### src/hdl/css_defines.svh
// Register offsets, field positions, reset values and timing counts of the clock source switcher.
`ifndef CSS_DEFINES_SVH
`define CSS_DEFINES_SVH
// ==========================================================================
// Register byte addresses.
`define CSS_OSC_CONTROL_ADDR  12'h000
`define CSS_UNLOCK_ADDR       12'h004
`define CSS_PERIPH_DIS1_ADDR  12'h008
`define CSS_PERIPH_DIS5_ADDR  12'h00C
`define CSS_STATUS_ADDR       12'h010
// ==========================================================================
// Oscillator control register fields.
`define CSS_REQ_BIT           0
`define CSS_FAIL_BIT          3
`define CSS_LOCK_BIT          5
`define CSS_NEXT_LSB          8
`define CSS_CUR_LSB           12
// ==========================================================================
// Unlock keys: high byte key and low byte key written to the unlock register.
`define CSS_KEY_HIGH          32'h0000_A55A
`define CSS_KEY_LOW           32'h0000_5AA5
// ==========================================================================
// Writable masks and reset values of the module-disable registers.
`define CSS_DIS1_MASK         16'h38F9
`define CSS_DIS5_MASK         16'h000F
`define CSS_DIS_RESET         16'h0000
// ==========================================================================
// Cycles of the new clock counted before the swap.
`define CSS_SETTLE_CYCLES     4'hA
`endif

### src/hdl/css_pkg.sv
// Types shared by the clock source switcher.
package css_pkg;
  // Clock source codes.
  typedef enum logic [2:0] {
    CSS_SRC_FAST_RC   = 3'h0,
    CSS_SRC_FRC_PLL   = 3'h1,
    CSS_SRC_PRIMARY   = 3'h2,
    CSS_SRC_PRI_PLL   = 3'h3,
    CSS_SRC_SECONDARY = 3'h4,
    CSS_SRC_LOW_POWER = 3'h5
  } css_src_e;
  // Switch sequence states, Gray coded from idle up to swap.
  typedef enum logic [2:0] {
    CSS_IDLE    = 3'h0,
    CSS_COMPARE = 3'h1,
    CSS_START   = 3'h3,
    CSS_SETTLE  = 3'h2,
    CSS_SWAP    = 3'h6
  } css_state_e;
endpackage

### src/hdl/css_clock_switch.sv
// Clock source switcher with APB register access and module-disable registers.
`timescale 1ns/1ps
`include "css_defines.svh"
// What this block does
// - Software may select any of six sources.
// - Primary submode comes only from configuration.
// - Switching enabled only when config bit low.
// - Disabled: ignore next field, current shows initial.
// - Disabled: request bit held zero.
// - Equal sources abort and clear request.
// - Valid switch clears lock and fail flags.
// - Start new oscillator; crystal waits startup timer.
// - PLL source waits for lock.
// - Count ten new-clock cycles, then swap.
// - Completion clears request, copies next to current.
// - Turn off old source, with keep-on exceptions.
// - Processor keeps running during switching.
// - Disable bits 7..3,0 gate serial and converter.
// - Disable5 bits 3..0 gate capture/compare 4..1.
// - Unimplemented disable bits read zero.
module css_clock_switch
  import css_pkg::*;
(
  input  wire logic        pclk,
  input  wire logic        presetn,
  input  wire logic        psel,
  input  wire logic        penable,
  input  wire logic        pwrite,
  input  wire logic [11:0] paddr,
  input  wire logic [31:0] pwdata,
  input  wire logic [3:0]  pstrb,
  output logic      [31:0] prdata,
  output logic             pready,
  output logic             pslverr,
  input  wire logic        switch_monitor_cfg_n,
  input  wire logic [2:0]  initial_source_cfg,
  input  wire logic [1:0]  primary_submode_cfg,
  input  wire logic        watchdog_on,
  input  wire logic        secondary_osc_keep_on,
  input  wire logic [3:0]  osc_running,
  input  wire logic        osc_startup_timer_done,
  input  wire logic        pll_locked,
  input  wire logic        clock_fail_event,
  input  wire logic        new_clock_tick,
  output logic      [3:0]  osc_enable,
  output logic             pll_enable,
  output logic      [2:0]  system_clock_sel,
  output logic      [1:0]  primary_submode,
  output logic      [15:0] peripheral_disable_1,
  output logic      [15:0] peripheral_disable_5
);

  // ========================================================================
  // Helpers.
  // Maps a source code onto its one-hot oscillator enable bit: 0 primary, 1 secondary,
  // 2 fast RC, 3 low-power RC.
  function automatic logic [3:0] css_osc_of(input logic [2:0] src);
    case (src)
      CSS_SRC_PRIMARY, CSS_SRC_PRI_PLL: css_osc_of = 4'h1;
      CSS_SRC_SECONDARY:                css_osc_of = 4'h2;
      CSS_SRC_LOW_POWER:                css_osc_of = 4'h8;
      default:                          css_osc_of = 4'h4;
    endcase
  endfunction
  // True when the source runs through the PLL.
  function automatic logic css_uses_pll(input logic [2:0] src);
    css_uses_pll = (src == CSS_SRC_FRC_PLL) || (src == CSS_SRC_PRI_PLL);
  endfunction

  // ========================================================================
  // Pin synchronisers: three stages, a change counts once stages 2 and 3 agree.
  logic [4:0] sync1_reg;              // First stage, read only by stage two.
  logic [4:0] sync2_reg;              // Second stage.
  logic [4:0] sync3_reg;              // Third stage.
  logic [4:0] clean_reg;              // Filtered levels.
  logic [4:0] clean_next;             // Next filtered levels.
  logic       ost_done;               // Startup timer expired.
  logic       lock_seen;              // PLL lock detected.
  logic       fail_seen;              // Clock failure seen.
  logic       tick_seen;              // Level of the new clock divided tick.
  logic       tick_prev_reg;          // Previous tick level for edge detection.
  logic       tick_edge;              // One new-clock cycle elapsed.

  // The filter only moves when the later two stages agree.
  always_comb begin
    clean_next = clean_reg;
    for (int i = 0; i < 5; i++) begin
      if (sync2_reg[i] == sync3_reg[i]) begin
        clean_next[i] = sync3_reg[i];
      end
    end
  end

  // Registers of the synchroniser chain.
  always_ff @(posedge pclk or negedge presetn) begin
    if (!presetn) begin
      sync1_reg     <= 5'h00;
      sync2_reg     <= 5'h00;
      sync3_reg     <= 5'h00;
      clean_reg     <= 5'h00;
      tick_prev_reg <= 1'b0;
    end else begin
      sync1_reg     <= {new_clock_tick, clock_fail_event, pll_locked,
                        osc_startup_timer_done, 1'b0};
      sync2_reg     <= sync1_reg;
      sync3_reg     <= sync2_reg;
      clean_reg     <= clean_next;
      tick_prev_reg <= tick_seen;
    end
  end

  assign ost_done  = clean_reg[1];
  assign lock_seen = clean_reg[2];
  assign fail_seen = clean_reg[3];
  assign tick_seen = clean_reg[4];
  // Each toggle of the tick pin stands for one cycle of the new clock.
  assign tick_edge = tick_seen ^ tick_prev_reg;

  // ========================================================================
  // Configuration capture after reset release.
  logic       cfg_loaded_reg;         // Configuration has been sampled.
  logic       sw_enable_reg;          // Clock switching allowed.
  logic [1:0] submode_reg;            // Primary oscillator submode.
  logic [2:0] init_src_reg;           // Initial source after reset.

  // Straps are caught by the clock once reset has been released; software
  // has no path to the submode, so a switch never changes it.
  always_ff @(posedge pclk or negedge presetn) begin
    if (!presetn) begin
      cfg_loaded_reg <= 1'b0;
      sw_enable_reg  <= 1'b0;
      submode_reg    <= 2'h0;
      init_src_reg   <= 3'h0;
    end else if (!cfg_loaded_reg) begin
      cfg_loaded_reg <= 1'b1;
      sw_enable_reg  <= ~switch_monitor_cfg_n;
      submode_reg    <= primary_submode_cfg;
      init_src_reg   <= initial_source_cfg;
    end
  end

  // ========================================================================
  // APB decode and switch sequence.
  logic        wr_en;                 // Write access phase completes.
  logic [1:0]  unlock_reg, unlock_next;  // Bit 1 high byte, bit 0 low byte.
  logic [2:0]  next_reg, next_next;   // Next-source field.
  logic [2:0]  cur_reg, cur_next;     // Current-source field.
  logic        req_reg, req_next;     // Switch request bit.
  logic        lock_reg, lock_next;   // PLL lock status bit.
  logic        fail_reg, fail_next;   // Clock fail flag.
  logic [3:0]  cnt_reg, cnt_next;     // New-clock cycle counter.
  logic [3:0]  oen_reg, oen_next;     // Oscillator enables.
  logic [15:0] dis1_reg, dis1_next;   // Module-disable register 1.
  logic [15:0] dis5_reg, dis5_next;   // Module-disable register 5.
  logic        sw_on;                 // Switching active.
  css_state_e  state_reg, state_next; // Sequencer state.

  assign wr_en = psel && penable && pwrite;
  assign sw_on = sw_enable_reg && cfg_loaded_reg;

  // Next-state logic of registers and the switch sequencer.
  always_comb begin
    unlock_next = unlock_reg;
    next_next   = next_reg;
    cur_next    = cur_reg;
    req_next    = req_reg;
    lock_next   = lock_reg;
    fail_next   = fail_reg | fail_seen;
    cnt_next    = cnt_reg;
    oen_next    = oen_reg;
    dis1_next   = dis1_reg;
    dis5_next   = dis5_reg;
    state_next  = state_reg;
    // Before the straps are read the current source tracks them.
    if (!cfg_loaded_reg || !sw_on) begin
      cur_next = cfg_loaded_reg ? init_src_reg : initial_source_cfg;
      oen_next = css_osc_of(cur_next) | oen_reg;
    end
    // Any completed write other than a key spends the unlock.
    if (wr_en) begin
      unlock_next = 2'h0;
      case (paddr)
        `CSS_UNLOCK_ADDR: begin
          if (pwdata == `CSS_KEY_HIGH) unlock_next = 2'h2;
          else if (pwdata == `CSS_KEY_LOW) unlock_next = 2'h1;
        end
        `CSS_OSC_CONTROL_ADDR: begin
          // any source code may be written while the high byte is open.
          if (unlock_reg[1] && pstrb[1]) begin
            next_next = pwdata[`CSS_NEXT_LSB +: 3];
          end
          // the request is only accepted while switching is enabled.
          if (unlock_reg[0] && pstrb[0] && sw_on && pwdata[`CSS_REQ_BIT]) begin
            req_next = 1'b1;
          end
        end
        `CSS_PERIPH_DIS1_ADDR: begin
          if (pstrb[0]) dis1_next[7:0] = pwdata[7:0] & 8'(`CSS_DIS1_MASK);
          if (pstrb[1]) dis1_next[15:8] = pwdata[15:8] & 8'(`CSS_DIS1_MASK >> 8);
        end
        `CSS_PERIPH_DIS5_ADDR: begin
          if (pstrb[0]) dis5_next[7:0] = pwdata[7:0] & 8'(`CSS_DIS5_MASK);
        end
        default: begin
        end
      endcase
    end
    // Sequencer; the processor side is never stalled by it.
    case (state_reg)
      CSS_IDLE: begin
        if (req_reg && sw_on) state_next = CSS_COMPARE;
      end
      CSS_COMPARE: begin
        if (next_reg == cur_reg) begin
          req_next   = 1'b0;
          state_next = CSS_IDLE;
        end else begin
          lock_next  = 1'b0;
          fail_next  = 1'b0;
          oen_next   = oen_reg | css_osc_of(next_reg);
          state_next = CSS_START;
        end
      end
      CSS_START: begin
        // crystal submode waits for the startup timer.
        if (((css_osc_of(next_reg) & osc_running) != 4'h0)
            && ((css_osc_of(next_reg) & 4'h1) == 4'h0 || submode_reg != 2'h0 || ost_done)
            && (!css_uses_pll(next_reg) || lock_seen)) begin
          lock_next  = css_uses_pll(next_reg);
          cnt_next   = 4'h0;
          state_next = CSS_SETTLE;
        end
      end
      CSS_SETTLE: begin
        if (tick_edge) cnt_next = cnt_reg + 4'h1;
        if (cnt_reg == `CSS_SETTLE_CYCLES) state_next = CSS_SWAP;
      end
      CSS_SWAP: begin
        cur_next   = next_reg;
        req_next   = 1'b0;
        // old source off unless it is kept on.
        oen_next   = css_osc_of(next_reg)
                   | (watchdog_on || sw_on ? 4'h8 : 4'h0)
                   | (secondary_osc_keep_on ? 4'h2 : 4'h0);
        state_next = CSS_IDLE;
      end
      default: state_next = CSS_IDLE;
    endcase
    if (!sw_on) req_next = 1'b0;
  end

  // Register stage of the control state.
  always_ff @(posedge pclk or negedge presetn) begin
    if (!presetn) begin
      unlock_reg <= 2'h0;
      next_reg   <= 3'h0;
      cur_reg    <= 3'h0;
      req_reg    <= 1'b0;
      lock_reg   <= 1'b0;
      fail_reg   <= 1'b0;
      cnt_reg    <= 4'h0;
      oen_reg    <= 4'h0;
      dis1_reg   <= `CSS_DIS_RESET;
      dis5_reg   <= `CSS_DIS_RESET;
      state_reg  <= CSS_IDLE;
    end else begin
      unlock_reg <= unlock_next;
      next_reg   <= next_next;
      cur_reg    <= cur_next;
      req_reg    <= req_next;
      lock_reg   <= lock_next;
      fail_reg   <= fail_next;
      cnt_reg    <= cnt_next;
      oen_reg    <= oen_next;
      dis1_reg   <= dis1_next;
      dis5_reg   <= dis5_next;
      state_reg  <= state_next;
    end
  end

  // ========================================================================
  // Read path: registered read data, zero-wait answers.
  logic [31:0] rd_next;               // Read data for the current address.
  logic        err_next;              // Unmapped address.

  // Unimplemented bits read as zero by masking.
  always_comb begin
    rd_next  = 32'h0000_0000;
    err_next = 1'b0;
    case (paddr)
      `CSS_OSC_CONTROL_ADDR: begin
        rd_next[`CSS_CUR_LSB +: 3]  = cur_reg;
        rd_next[`CSS_NEXT_LSB +: 3] = next_reg;
        rd_next[`CSS_LOCK_BIT]      = lock_reg;
        rd_next[`CSS_FAIL_BIT]      = fail_reg;
        rd_next[`CSS_REQ_BIT]       = req_reg;
      end
      `CSS_UNLOCK_ADDR:      rd_next = {30'h0, unlock_reg};
      `CSS_PERIPH_DIS1_ADDR: rd_next = {16'h0000, dis1_reg & `CSS_DIS1_MASK};
      `CSS_PERIPH_DIS5_ADDR: rd_next = {16'h0000, dis5_reg & `CSS_DIS5_MASK};
      `CSS_STATUS_ADDR:      rd_next = {27'h0, sw_on, oen_reg};
      default:               err_next = 1'b1;
    endcase
  end

  // Read data is captured in the setup cycle so it stands in the access phase.
  always_ff @(posedge pclk or negedge presetn) begin
    if (!presetn) begin
      prdata  <= 32'h0000_0000;
    end else if (psel && !penable && !pwrite) begin
      prdata  <= rd_next;
    end
  end

  assign pready  = 1'b1;
  assign pslverr = psel && penable && err_next;

  // ========================================================================
  // Outputs.
  assign osc_enable           = oen_reg;
  assign pll_enable           = css_uses_pll(next_reg) && (state_reg != CSS_IDLE)
                                || css_uses_pll(cur_reg);
  assign system_clock_sel     = cur_reg;
  assign primary_submode      = submode_reg;
  assign peripheral_disable_1 = dis1_reg;
  assign peripheral_disable_5 = dis5_reg;

endmodule

### config.mk
export PLATFORM = sky130hd
export DESIGN_NAME = css_clock_switch
export DESIGN_NICKNAME = d
export VERILOG_FILES = /design/src/hdl/css_pkg.sv /design/src/hdl/css_clock_switch.sv
export VERILOG_INCLUDE_DIRS = /design/src /design/src/hdl
export SDC_FILE = /design/constraint.sdc
export NUM_CORES = 1
export LEC_CHECK = 0
export BUFFER_PORTS_ARGS = -buffer_cell sky130_fd_sc_hd__buf_2
export CAP_MARGIN = 10
export CELL_PAD_IN_SITES_DETAIL_PLACEMENT = 1
export CELL_PAD_IN_SITES_GLOBAL_PLACEMENT = 2
export CORE_UTILIZATION = 29
export DETAILED_ROUTE_END_ITERATION = 8
export PLACE_DENSITY = 0.83
export REMOVE_ABC_BUFFERS = 1
export SLEW_MARGIN = 40
export SYNTH_ARGS = -nofsm -noshare
export SYNTH_HDL_FRONTEND = slang
export SYNTH_SLANG_ARGS = --single-unit
### constraint.sdc
create_clock -name pclk -period 2.8 [get_ports pclk]
set_input_delay 0.42 -clock pclk [delete_from_list [all_inputs] [get_ports pclk]]
set_output_delay 0.42 -clock pclk [all_outputs]
set_load 0.05 [all_outputs]
## Yosys cells after proc, flatten, opt, wreduce, memory -nomap -nowiden

Cells that the tools add are included.

| storage, ports and cells | value |
|---|---|
| register bits | 74 |
| bits in latches | 0 |
| RAM bits | 0 |
| memory bits (read-only) | 0 |
| input port bits | 69 |
| word-level logic and storage cells | 159 |
| memories | 0 |

| operators by class | value |
|---|---|
| $add $sub $neg | 1 |
| $mul | 0 |
| div/mod/pow operators | 0 |
| magnitude comparators | 0 |
| eq/ne operators | 32 |
| shift operators | 0 |
| muxes and demuxes | 47 |
| bitwise logic cells | 8 |
| reduce and logical (&&, ||, !) cells | 46 |

Operator list:

| operator | count |
|---|---|
| 2-to-1 mux 4 bit | 10 |
| == test 32 x 15 -> 1 bit, second input constant | 1 |
| == test 32 x 16 -> 1 bit, second input constant | 1 |
| == test 12 x 4 -> 1 bit, second input constant | 2 |
| case mux 4 bit (3 select lines) | 2 |
| == test 3 x 2 -> 1 bit, second input constant | 7 |
| 2-to-1 mux 3 bit | 7 |
| AND reduction 3 bit | 7 |
| case mux 4 bit (2 select lines) | 2 |
| == test 3 bit, second input constant | 5 |
| logical AND 1 bit | 14 |
| == test 12 x 3 -> 1 bit, second input constant | 1 |
| == test 12 x 5 -> 1 bit, second input constant | 1 |
| zero test 12 bit | 1 |
| 2-to-1 mux 1 bit | 12 |
| OR 4 bit | 3 |
| case mux 3 bit (4 select lines) | 1 |
| 2-to-1 mux 2 bit | 5 |
| inequality test 2 bit, second input constant | 5 |
| == test 3 x 1 -> 1 bit, second input constant | 3 |
| logical OR 1 bit | 8 |
| case mux 1 bit (2 select lines) | 4 |
| nonzero test 2 bit | 4 |
| case mux 2 bit (3 select lines) | 1 |
| other kinds (19) | 27 |

## Depth between registers and ports, before layout

Gate-level depths: netlist (run 1).

| logic depth | value |
|---|---|
| word-level depth | 11 |
| depth in mapped cells | 6 |
| gate-level depth less buffers | 6 |

## Worst setup path before layout (run 1)

OpenSTA, ideal clock, no wires.

| timing | value |
|---|---|
| path type | input to register |
| start point | input port paddr[7] |
| end point | register dis1_reg[11], in the netlist peripheral_disable_1[11] |
| arrival | 2095 ps |
| data required time | 2675 ps |
| path slack | 580 ps |
| stages | 5 |
| path buffers | 1 |
| path through | or4_4 > or3_1 > buf_2 > nor3_1 > mux2_2 |

| on the way | value |
|---|---|
| longest elaborated chain between the ends | 2 |

Ends and longest elaborated chain:

| item | line | RTL |
|---|---|---|
| start: declaration | css_clock_switch.sv:29 | `input wire logic [11:0] paddr,` |
| == test 12 x 4 -> 1 bit | css_clock_switch.sv:182 | `case (paddr)` |
| AND reduction 3 bit (no source line) | - |  |
| end signal: assignment | css_clock_switch.sv:263 | `` dis1_reg <= `CSS_DIS_RESET; `` |
| end signal: assignment | css_clock_switch.sv:275 | `dis1_reg <= dis1_next;` |
| end: declaration | css_clock_switch.sv:153 | `logic [15:0] dis1_reg, dis1_next;` |

Every way passes these cells.
A chain may end at the register's enable or synchronous reset.

## Final worst setup path (run 1)

| timing | value |
|---|---|
| start point | register next_reg[2] |
| end point | register lock_reg |

| on the way | value |
|---|---|
| longest elaborated chain between the ends | 11 |

Ends and longest elaborated chain:

| item | line | RTL |
|---|---|---|
| start: declaration | css_clock_switch.sv:146 | `logic [2:0] next_reg, next_next;` |
| start signal: assignment | css_clock_switch.sv:268 | `next_reg <= next_next;` |
| == test 3 x 2 -> 1 bit (on tied branches) | css_clock_switch.sv:58, css_clock_switch.sv:67 |  |
| OR reduction 2 bit | css_clock_switch.sv:58 | `case (src)` |
| case mux 4 bit (3 select lines) | css_clock_switch.sv:58 |  |
| 2-to-1 mux 4 bit | css_clock_switch.sv:209 | `case (state_reg)` |
| zero test 4 bit | css_clock_switch.sv:227 | `&& ((css_osc_of(next_reg) & 4'h1) == 4'h0 \|\| submode_reg != 2'h0 \|\| ost_done)` |
| logical OR 1 bit (2 in series) | css_clock_switch.sv:227 |  |
| logical AND 1 bit | css_clock_switch.sv:227 |  |
| logical AND 1 bit | css_clock_switch.sv:228 | `&& (!css_uses_pll(next_reg) \|\| lock_seen)) begin` |
| inequality test 2 bit (no source line) | - |  |
| AND reduction 3 bit (no source line) | - |  |
| end signal: assignment | css_clock_switch.sv:271 | `lock_reg <= lock_next;` |
| end: declaration | css_clock_switch.sv:149 | `logic lock_reg, lock_next;` |

Several ways; a longest one is shown, not always the timed one. The select of a mux whose other input is x is not followed.

==> results of run 1 <==
-- path summary, 6_finish.rpt --
check / to / cells past startpoint
max: lock_reg$_DFFE_PN0P_ / 8
min in group pclk: sync1_reg[3]$_DFF_PN0_ / 1
max reg2reg: lock_reg$_DFFE_PN0P_ / 8
max in group asynchronous: lock_reg$_DFFE_PN0P_ / 2
min: prdata[1]$_DFFE_PN0P_ / 1
min reg2reg: sync2_reg[2]$_DFF_PN0_ / 0
-- metrics by stage --
stage	hold slack, ps	utilization	setup slack (ps)	instance area (um^2)	total power [mW]
floorplan	124	-	577	3520	1.71
global placement	335	0.343	336	4310	1.91
detailed placement	339	0.343	290	4310	1.93
CTS	173	0.364	545	4580	3.01
global route	55.8	0.365	429	4580	3.11
finish	23.4	0.365	583	4580	2.97
-- layer usage --
layer | vias up | share of wire | global-route usage
met5 | - | 0 | 0
met4 | 0 | 0.014 | 0.0589
met3 | 15 | 0.038 | 0.0327
met2 | 70 | 0.50 | 0.265
met1 | 1505 | 0.45 | 0.215
li1 | 1379 | - | -
-- synthesized netlist by cell type, types with 4 or more instances --
| master | instances | area, um^2 |
|---|---|---|
| dfrtp_1 | 74 | 1850 |
| inv_1 | 9 | 33.8 |
| nand3_1 | 12 | 60.1 |
| nor4_1 | 5 | 31.3 |
| or3_1 | 4 | 25.0 |
| o21ai_0 | 16 | 80.1 |
| xor2_1 | 6 | 52.6 |
| nor3_1 | 6 | 30.0 |
| maj3_1 | 4 | 40.0 |
| nor4bb_1 | 8 | 80.1 |
| a21oi_1 | 6 | 30.0 |
| mux2i_1 | 9 | 90.1 |
| nor2_1 | 13 | 48.8 |
| o31ai_1 | 7 | 52.6 |
| mux2_2 | 21 | 236 |
| buf_4 | 40 | 300 |
| nand2_1 | 37 | 139 |
-- worst register-to-register path, cell delays in order (launching register included) --
cell and delay, ps:
dfrtp_1 430, inv_1 120, ha_1 340, nor4b_1 340, buf_4 200, a221oi_1 90, nor4_1 250, buf_4 190
mux2i_1 180
-- where the power goes --
part           total, mW  switching [mW]  internal [mW]  leakage [nW]
sequential          1.28           0.109           1.17         0.937
combinational      0.635           0.456          0.179          1.14
clock               1.06           0.417          0.642         0.132
-- final cells by class --
class	instances	area, um^2
flip-flops and latches	74	1850
fillers	1478	7990
multi-input cells	250	1630
repair buffers	110	578
clock buffers	13	260
well taps	172	215
inverters	9	33.8
clock inverters	2	12.5
-- cells by family after synthesis --
| group | count (synthesis) | share of synthesized area |
|---|---|---|
| xor gates and xnor gates | 7 | 0.0165 |
| and+or+nand+nor | 113 | 0.171 |
| buffers and inverters | 56 | 0.101 |
| muxes | 31 | 0.0937 |
| other | 2 | 0.00202 |
| AOI/OAI and AO/OA | 54 | 0.0974 |
| DFF | 74 | 0.497 |
| adders and majority gates | 7 | 0.0208 |
==> run_results.csv, run 1 <==
group,metric,value,unit
yosys,yosysUniqueCellTypes,57,
cells_and_area,stdcell_count,630,
timing,finalSetupViolCount,0,
outcome,status,"complete, no violations",
clock_tree,path_clk_slew,60,ps
power,p_leak,2.21,nW
cells_and_area,layout_commonest_cell,"buf_2",
job,cap_violations,0,
critical_path,end_kind,"flip-flop",
timing,skew,5.20,ps
yosys,ys.flop_type,"dfrtp_1",
clock_tree,tritoncts,"yes",
detailed_routing,vias,2969,
timing,slew_headroom,0.484,
cells_and_area,antenna-diode-count,0,
detailed_routing,drtIter0Drc,106,
critical_path,worstPathArrival,2470,ps
floorplanning,die_x,115,um
yosys,synthCells,344,
yosys,syn_area_per_cell,10.8,um^2
cells_and_area,top_register,"prdata",
detailed_routing,viasPerCell,4.71,
clock_tree,htree_levels,3,
critical_path,cp_slowest_cell,"dfrtp_1",
timing,slew_violations,0,
detailed_routing,antenna_left,0,
clock_tree,cts.repair.resized,0,
detailed_routing,wl_per_cell,16.6,um
clock_tree,cts_sinks,74,
clock_tree,clock_latency,330,ps
critical_path,critPathKind,"flip-flop to flip-flop",
yosys,yosysSeqAreaShare,0.497,
yosys,yosys_warnings,0,
critical_path,critPathLaunchType,"flip-flop",
grt,grt_pass1_wl,16100,um
timing,fin_crit,2220,ps
clock_tree,cts_setup_buffers,0,
grt,antenna_found_initial,0,
clock_tree,clockRootBuffer,"clkbuf_16",
detailed_routing,drc_errors,0,
floorplanning,chipHeight,115,um
timing,hold_viol_final,0,
timing,fin_crit_sh,0.792,
cells_and_area,finalNetCount,526,
place,dp.final_hpwl,7970,um
yosys,ys_ff_latch,74,
timing,rsz0062_at_grt,"false",
detailed_routing,wirelength,10500,um
critical_path,cpPeakStageDelay,430,ps
power,p_per_area,648,nW/um^2
grt,grt_max_degree,46,
place,io_buffers,105,
clock_tree,hold_buffers,0,
yosys,syn_area,3720,um^2
critical_path,crit_top_cell,"buf_4",
cells_and_area,syn_to_final_growth,23.0,%
floorplanning,start_util,0.296,
floorplanning,rows,41,
floorplanning,pin_count,145,
floorplanning,dieArea,13300,um^2
detailed_routing,drt_pass1_iterations,4,
critical_path,crit_fanout,6,
critical_path,reg2reg_from,"next_reg[2]$_DFFE_PN0P_",
grt,grtUsageTotal,0.163,
floorplanning,core,12600,um^2
yosys,synth_edf_count,0,
critical_path,crit_family,"simple AND/OR/NAND/NOR gates",
power,ir_drop,0.000332,V
critical_path,startpoint,"next_reg[2]$_DFFE_PN0P_",
cells_and_area,drive_gt1_frac,0.336,
critical_path,crit_buf_inv,3,
critical_path,path_cells,"inv_1 -> ha_1 -> nor4b_1 -> buf_4 -> a221oi_1 -> nor4_1 -> buf_4 -> mux2i_1",
cells_and_area,largest_reg_flops,15,
place,gp_congestion,0.813,
critical_path,r2r_slack,580,ps
yosys,async_reset_ff_frac,1.00,
grt,grt-ovfl-total,0,
place,placed_cells,615,
timing,worst_pin_slew,772,ps
critical_path,required,3050,ps
grt,grt_pass1_vias,2960,
worst_hold_path,hold_path_class,"input pin to asynchronous set/reset pin",
timing,fin_tns_setup,0,ps
cells_and_area,layout_common_cells,"104 x buf_2, 74 x dfrtp_1, 38 x conb_1, 37 x nand2_1, 21 x mux2_2",
clock_tree,numCtsBuffers,9,
timing,clock.fmax,451,MHz
clock_tree,cts_max_path_buffers,2,
Note: power is estimated with default switching activity, not from simulation.
==> run 2: changes to the inputs <==
--- a/config.mk
+++ b/config.mk
@@ -6,11 +6,12 @@
 export SDC_FILE = /design/constraint.sdc
 export NUM_CORES = 1
 export LEC_CHECK = 0
+export ABC_AREA = 1
 export BUFFER_PORTS_ARGS = -buffer_cell sky130_fd_sc_hd__buf_2
 export CAP_MARGIN = 10
 export CELL_PAD_IN_SITES_DETAIL_PLACEMENT = 1
 export CELL_PAD_IN_SITES_GLOBAL_PLACEMENT = 2
-export CORE_UTILIZATION = 29
+export CORE_UTILIZATION = 27
 export DETAILED_ROUTE_END_ITERATION = 8
 export PLACE_DENSITY = 0.83
 export REMOVE_ABC_BUFFERS = 1
==> constraint.sdc (replaced) <==
create_clock -name pclk -period 2.1 [get_ports pclk]
set_input_delay 0.315 -clock pclk [delete_from_list [all_inputs] [get_ports pclk]]
set_output_delay 0.315 -clock pclk [all_outputs]
set_load 0.05 [all_outputs]
==> run 2 against run 1 <==
Net effect: utilization down 1.4 points; non-clock buffer count up 3; critical path depth shrank 5; synthesized cell count increased by 41%; sequential power increased by 32%; via count rose by 18%; routed wire length is 6.0% higher; clock power rose by 62%; sequential cell count is the same; clock skew increased by 2.8 ps; worst hold slack better by 57 ps; critical endpoint is now pll_enable; largest cell class unchanged.
==> run_results.csv, run 2 <==
group,metric,value,unit
floorplanning,die_x,123,um
critical_path,critPathLaunchType,"flip-flop",
yosys,async_reset_ff_frac,1.00,
yosys,synth_edf_count,0,
yosys,yosysSeqAreaShare,0.471,
critical_path,end_kind,"primary output",
yosys,synth.area.mux_share,0.00573,
power,p_per_area,914,nW/um^2
detailed_routing,drtIter0Drc,83,
grt,grt_pass1_vias,3622,
place,io_buffers,105,
critical_path,worstPathArrival,1540,ps
timing,skew,8.00,ps
cells_and_area,antenna-diode-count,0,
floorplanning,pin_count,145,
cells_and_area,layout_common_cells,"122 x nand2_1, 105 x buf_2, 74 x dfrtp_1, 52 x inv_1, 50 x nor2_1",
yosys,yosys.area.top_type,"dfrtp_1",
yosys,ys_ff_latch,74,
detailed_routing,drc_errors,0,
yosys,ys.flop_type,"dfrtp_1",
floorplanning,chipHeight,123,um
timing,slew_violations,0,
timing,slew_headroom,0.652,
clock_tree,path_clk_slew,60,ps
timing,fin_crit_sh,0.884,
yosys,syn_area,3930,um^2
yosys,synth_commonest_cells,"122 x nand2_1, 74 x dfrtp_1, 52 x inv_1",
clock_tree,cts_setup_buffers,0,
clock_tree,cts_max_path_buffers,2,
detailed_routing,vias,3509,
yosys,yosys_warnings,0,
critical_path,required,1780,ps
timing,hold-worst-slack,80.6,ps
timing,fin_crit,1860,ps
yosys,yosys-top-cells-area,"dfrtp_1 47%, nand2_1 12%, buf_4 7.3%, nand3_1 5.7%, inv_1 5.0%",
timing,clock.fmax,539,MHz
outcome,status,"complete, no violations",
timing,hold_viol_final,0,
grt,grt-ovfl-total,0,
grt,grt_pass1_wl,18100,um
cells_and_area,stdcell_count,787,
grt,grtUsageTotal,0.159,
power,ir_drop,0.000425,V
place,dp.final_hpwl,8970,um
grt,grt_max_degree,51,
grt,antenna_found_initial,0,
place,gp_congestion,0.795,
cells_and_area,design_area,4920,um^2
cells_and_area,filler_cell_count,1726,
power,p_leak,2.63,nW
yosys,synth_top_family_by_area,"simple AND/OR/NAND/NOR gates",
floorplanning,start_util,0.280,
yosys,yosysUniqueCellTypes,36,
job,cap_violations,0,
cells_and_area,syn_to_final_growth,25.1,%
yosys,synthCells,486,
place,placed_cells,770,
cells_and_area,finalNetCount,674,
yosys,yosys.area_share.simple,0.287,
yosys,syn_area_per_cell,8.09,um^2
timing,fin_tns_setup,0,ps
floorplanning,rows,43,
cells_and_area,largest_reg_flops,15,
clock_tree,htree_levels,3,
floorplanning,dieArea,15000,um^2
clock_tree,clockRootBuffer,"clkbuf_16",
yosys,synth_top_area_share,0.471,
timing,rsz0062_at_grt,"false",
critical_path,r2r_slack,290,ps
clock_tree,numCtsBuffers,9,
critical_path,critPathKind,"flip-flop to primary output",
timing,finalSetupViolCount,0,
yosys,synthXorXnorAreaFrac,0.0134,
detailed_routing,drt_pass1_iterations,4,
clock_tree,clock_latency,340,ps
clock_tree,cts_sinks,74,
detailed_routing,viasPerCell,4.46,
cells_and_area,drive_gt1_frac,0.255,
worst_hold_path,hold_path_class,"input pin to flip-flop",
clock_tree,tritoncts,"yes",
critical_path,crit_fanout,8,
yosys,synthAdderAreaFrac,0.0197,
detailed_routing,antenna_left,0,
timing,worst_pin_slew,522,ps
cells_and_area,layout_commonest_cell,"nand2_1",
floorplanning,core,14000,um^2
yosys,synthMostInstantiatedCell,"nand2_1",
cells_and_area,top_register,"prdata",
place,place_area,4570,um^2
yosys,synth-compound-area-share,0.0668,
detailed_routing,wl_per_cell,14.1,um
detailed_routing,wirelength,11100,um
-- run 2: cell count changes in the layout (fill, tap and decap cells not counted), moves of 9 or more --
cell     change
mux2i_1      -9
mux2_2      -19
nand2_1     +85
nand3_1     +33
inv_1       +43
nor2_1      +37
-- run 2: final cells by class --
type / instances / area [um^2] / area share
flip-flops and latches: 74 / 1850 / 0.377
multi-input cells: 350 / 1690 / 0.343
repair buffers: 113 / 613 / 0.125
clock buffers: 11 / 253 / 0.0514
well taps: 180 / 225 / 0.0458
inverters: 54 / 203 / 0.0412
clock inverters: 5 / 85.1 / 0.0173
-- run 2: timing repair --
action | 4_1_cts | 5_1_grt
hold endpoints to repair | 24 | 0
resized for setup | 0 | 0
hold buffers | 1 | 0
-- run 2: layer usage --
metal  GRT usage  vias up  part of all wire
li1            -     1716                 -
met1       0.209     1672              0.45
met2       0.256      104              0.48
met3      0.0293       17             0.051
met4      0.0648        0             0.022
met5           0        -                 0
-- run 2: stage by stage --
stage	utilization	power (mW)	worst slack (ps)
5_1_grt	0.350	4.73	109
3_5_place_dp	0.325	2.81	296
4_1_cts	0.350	4.55	218
6_report	0.350	4.50	244
3_3_place_gp	0.325	2.77	302
2_1_floorplan	-	2.46	-138
-- run 2: worst max-delay path, cell delays in order, from the launching register on --
cell	delay, ps
dfrtp_1	530
nand2_1	190
o22ai_1	180
buf_2	300
-- run 2: where the power goes --
part	internal, mW	switching, mW
Clock	1.11	0.610
Sequential	1.56	0.128
Combinational	0.287	0.797
-- run 2: final timing paths --
kind,startpoint,endpoint,cells past startpoint
worst min register to register,sync1_reg[4]$_DFF_PN0_,sync2_reg[4]$_DFF_PN0_,0
worst min-delay path,osc_startup_timer_done,sync1_reg[1]$_DFF_PN0_,1
worst max-delay path,next_reg[0]$_DFFE_PN0P_,pll_enable,3
min in group asynchronous,presetn,prdata[6]$_DFFE_PN0P_,3
max in group asynchronous,presetn,fail_reg$_DFF_PN0_,3
worst max register to register,next_reg[2]$_DFFE_PN0P_,cnt_reg[3]$_DFFE_PN0P_,9
-- run 2: logic make-up after synthesis --
logic type,count (synthesis)
mux,2
xor+xnor,6
simple gates,254
other cells,2
buf+inv,98
fa+ha+maj,7
compound gates,43
flops,74
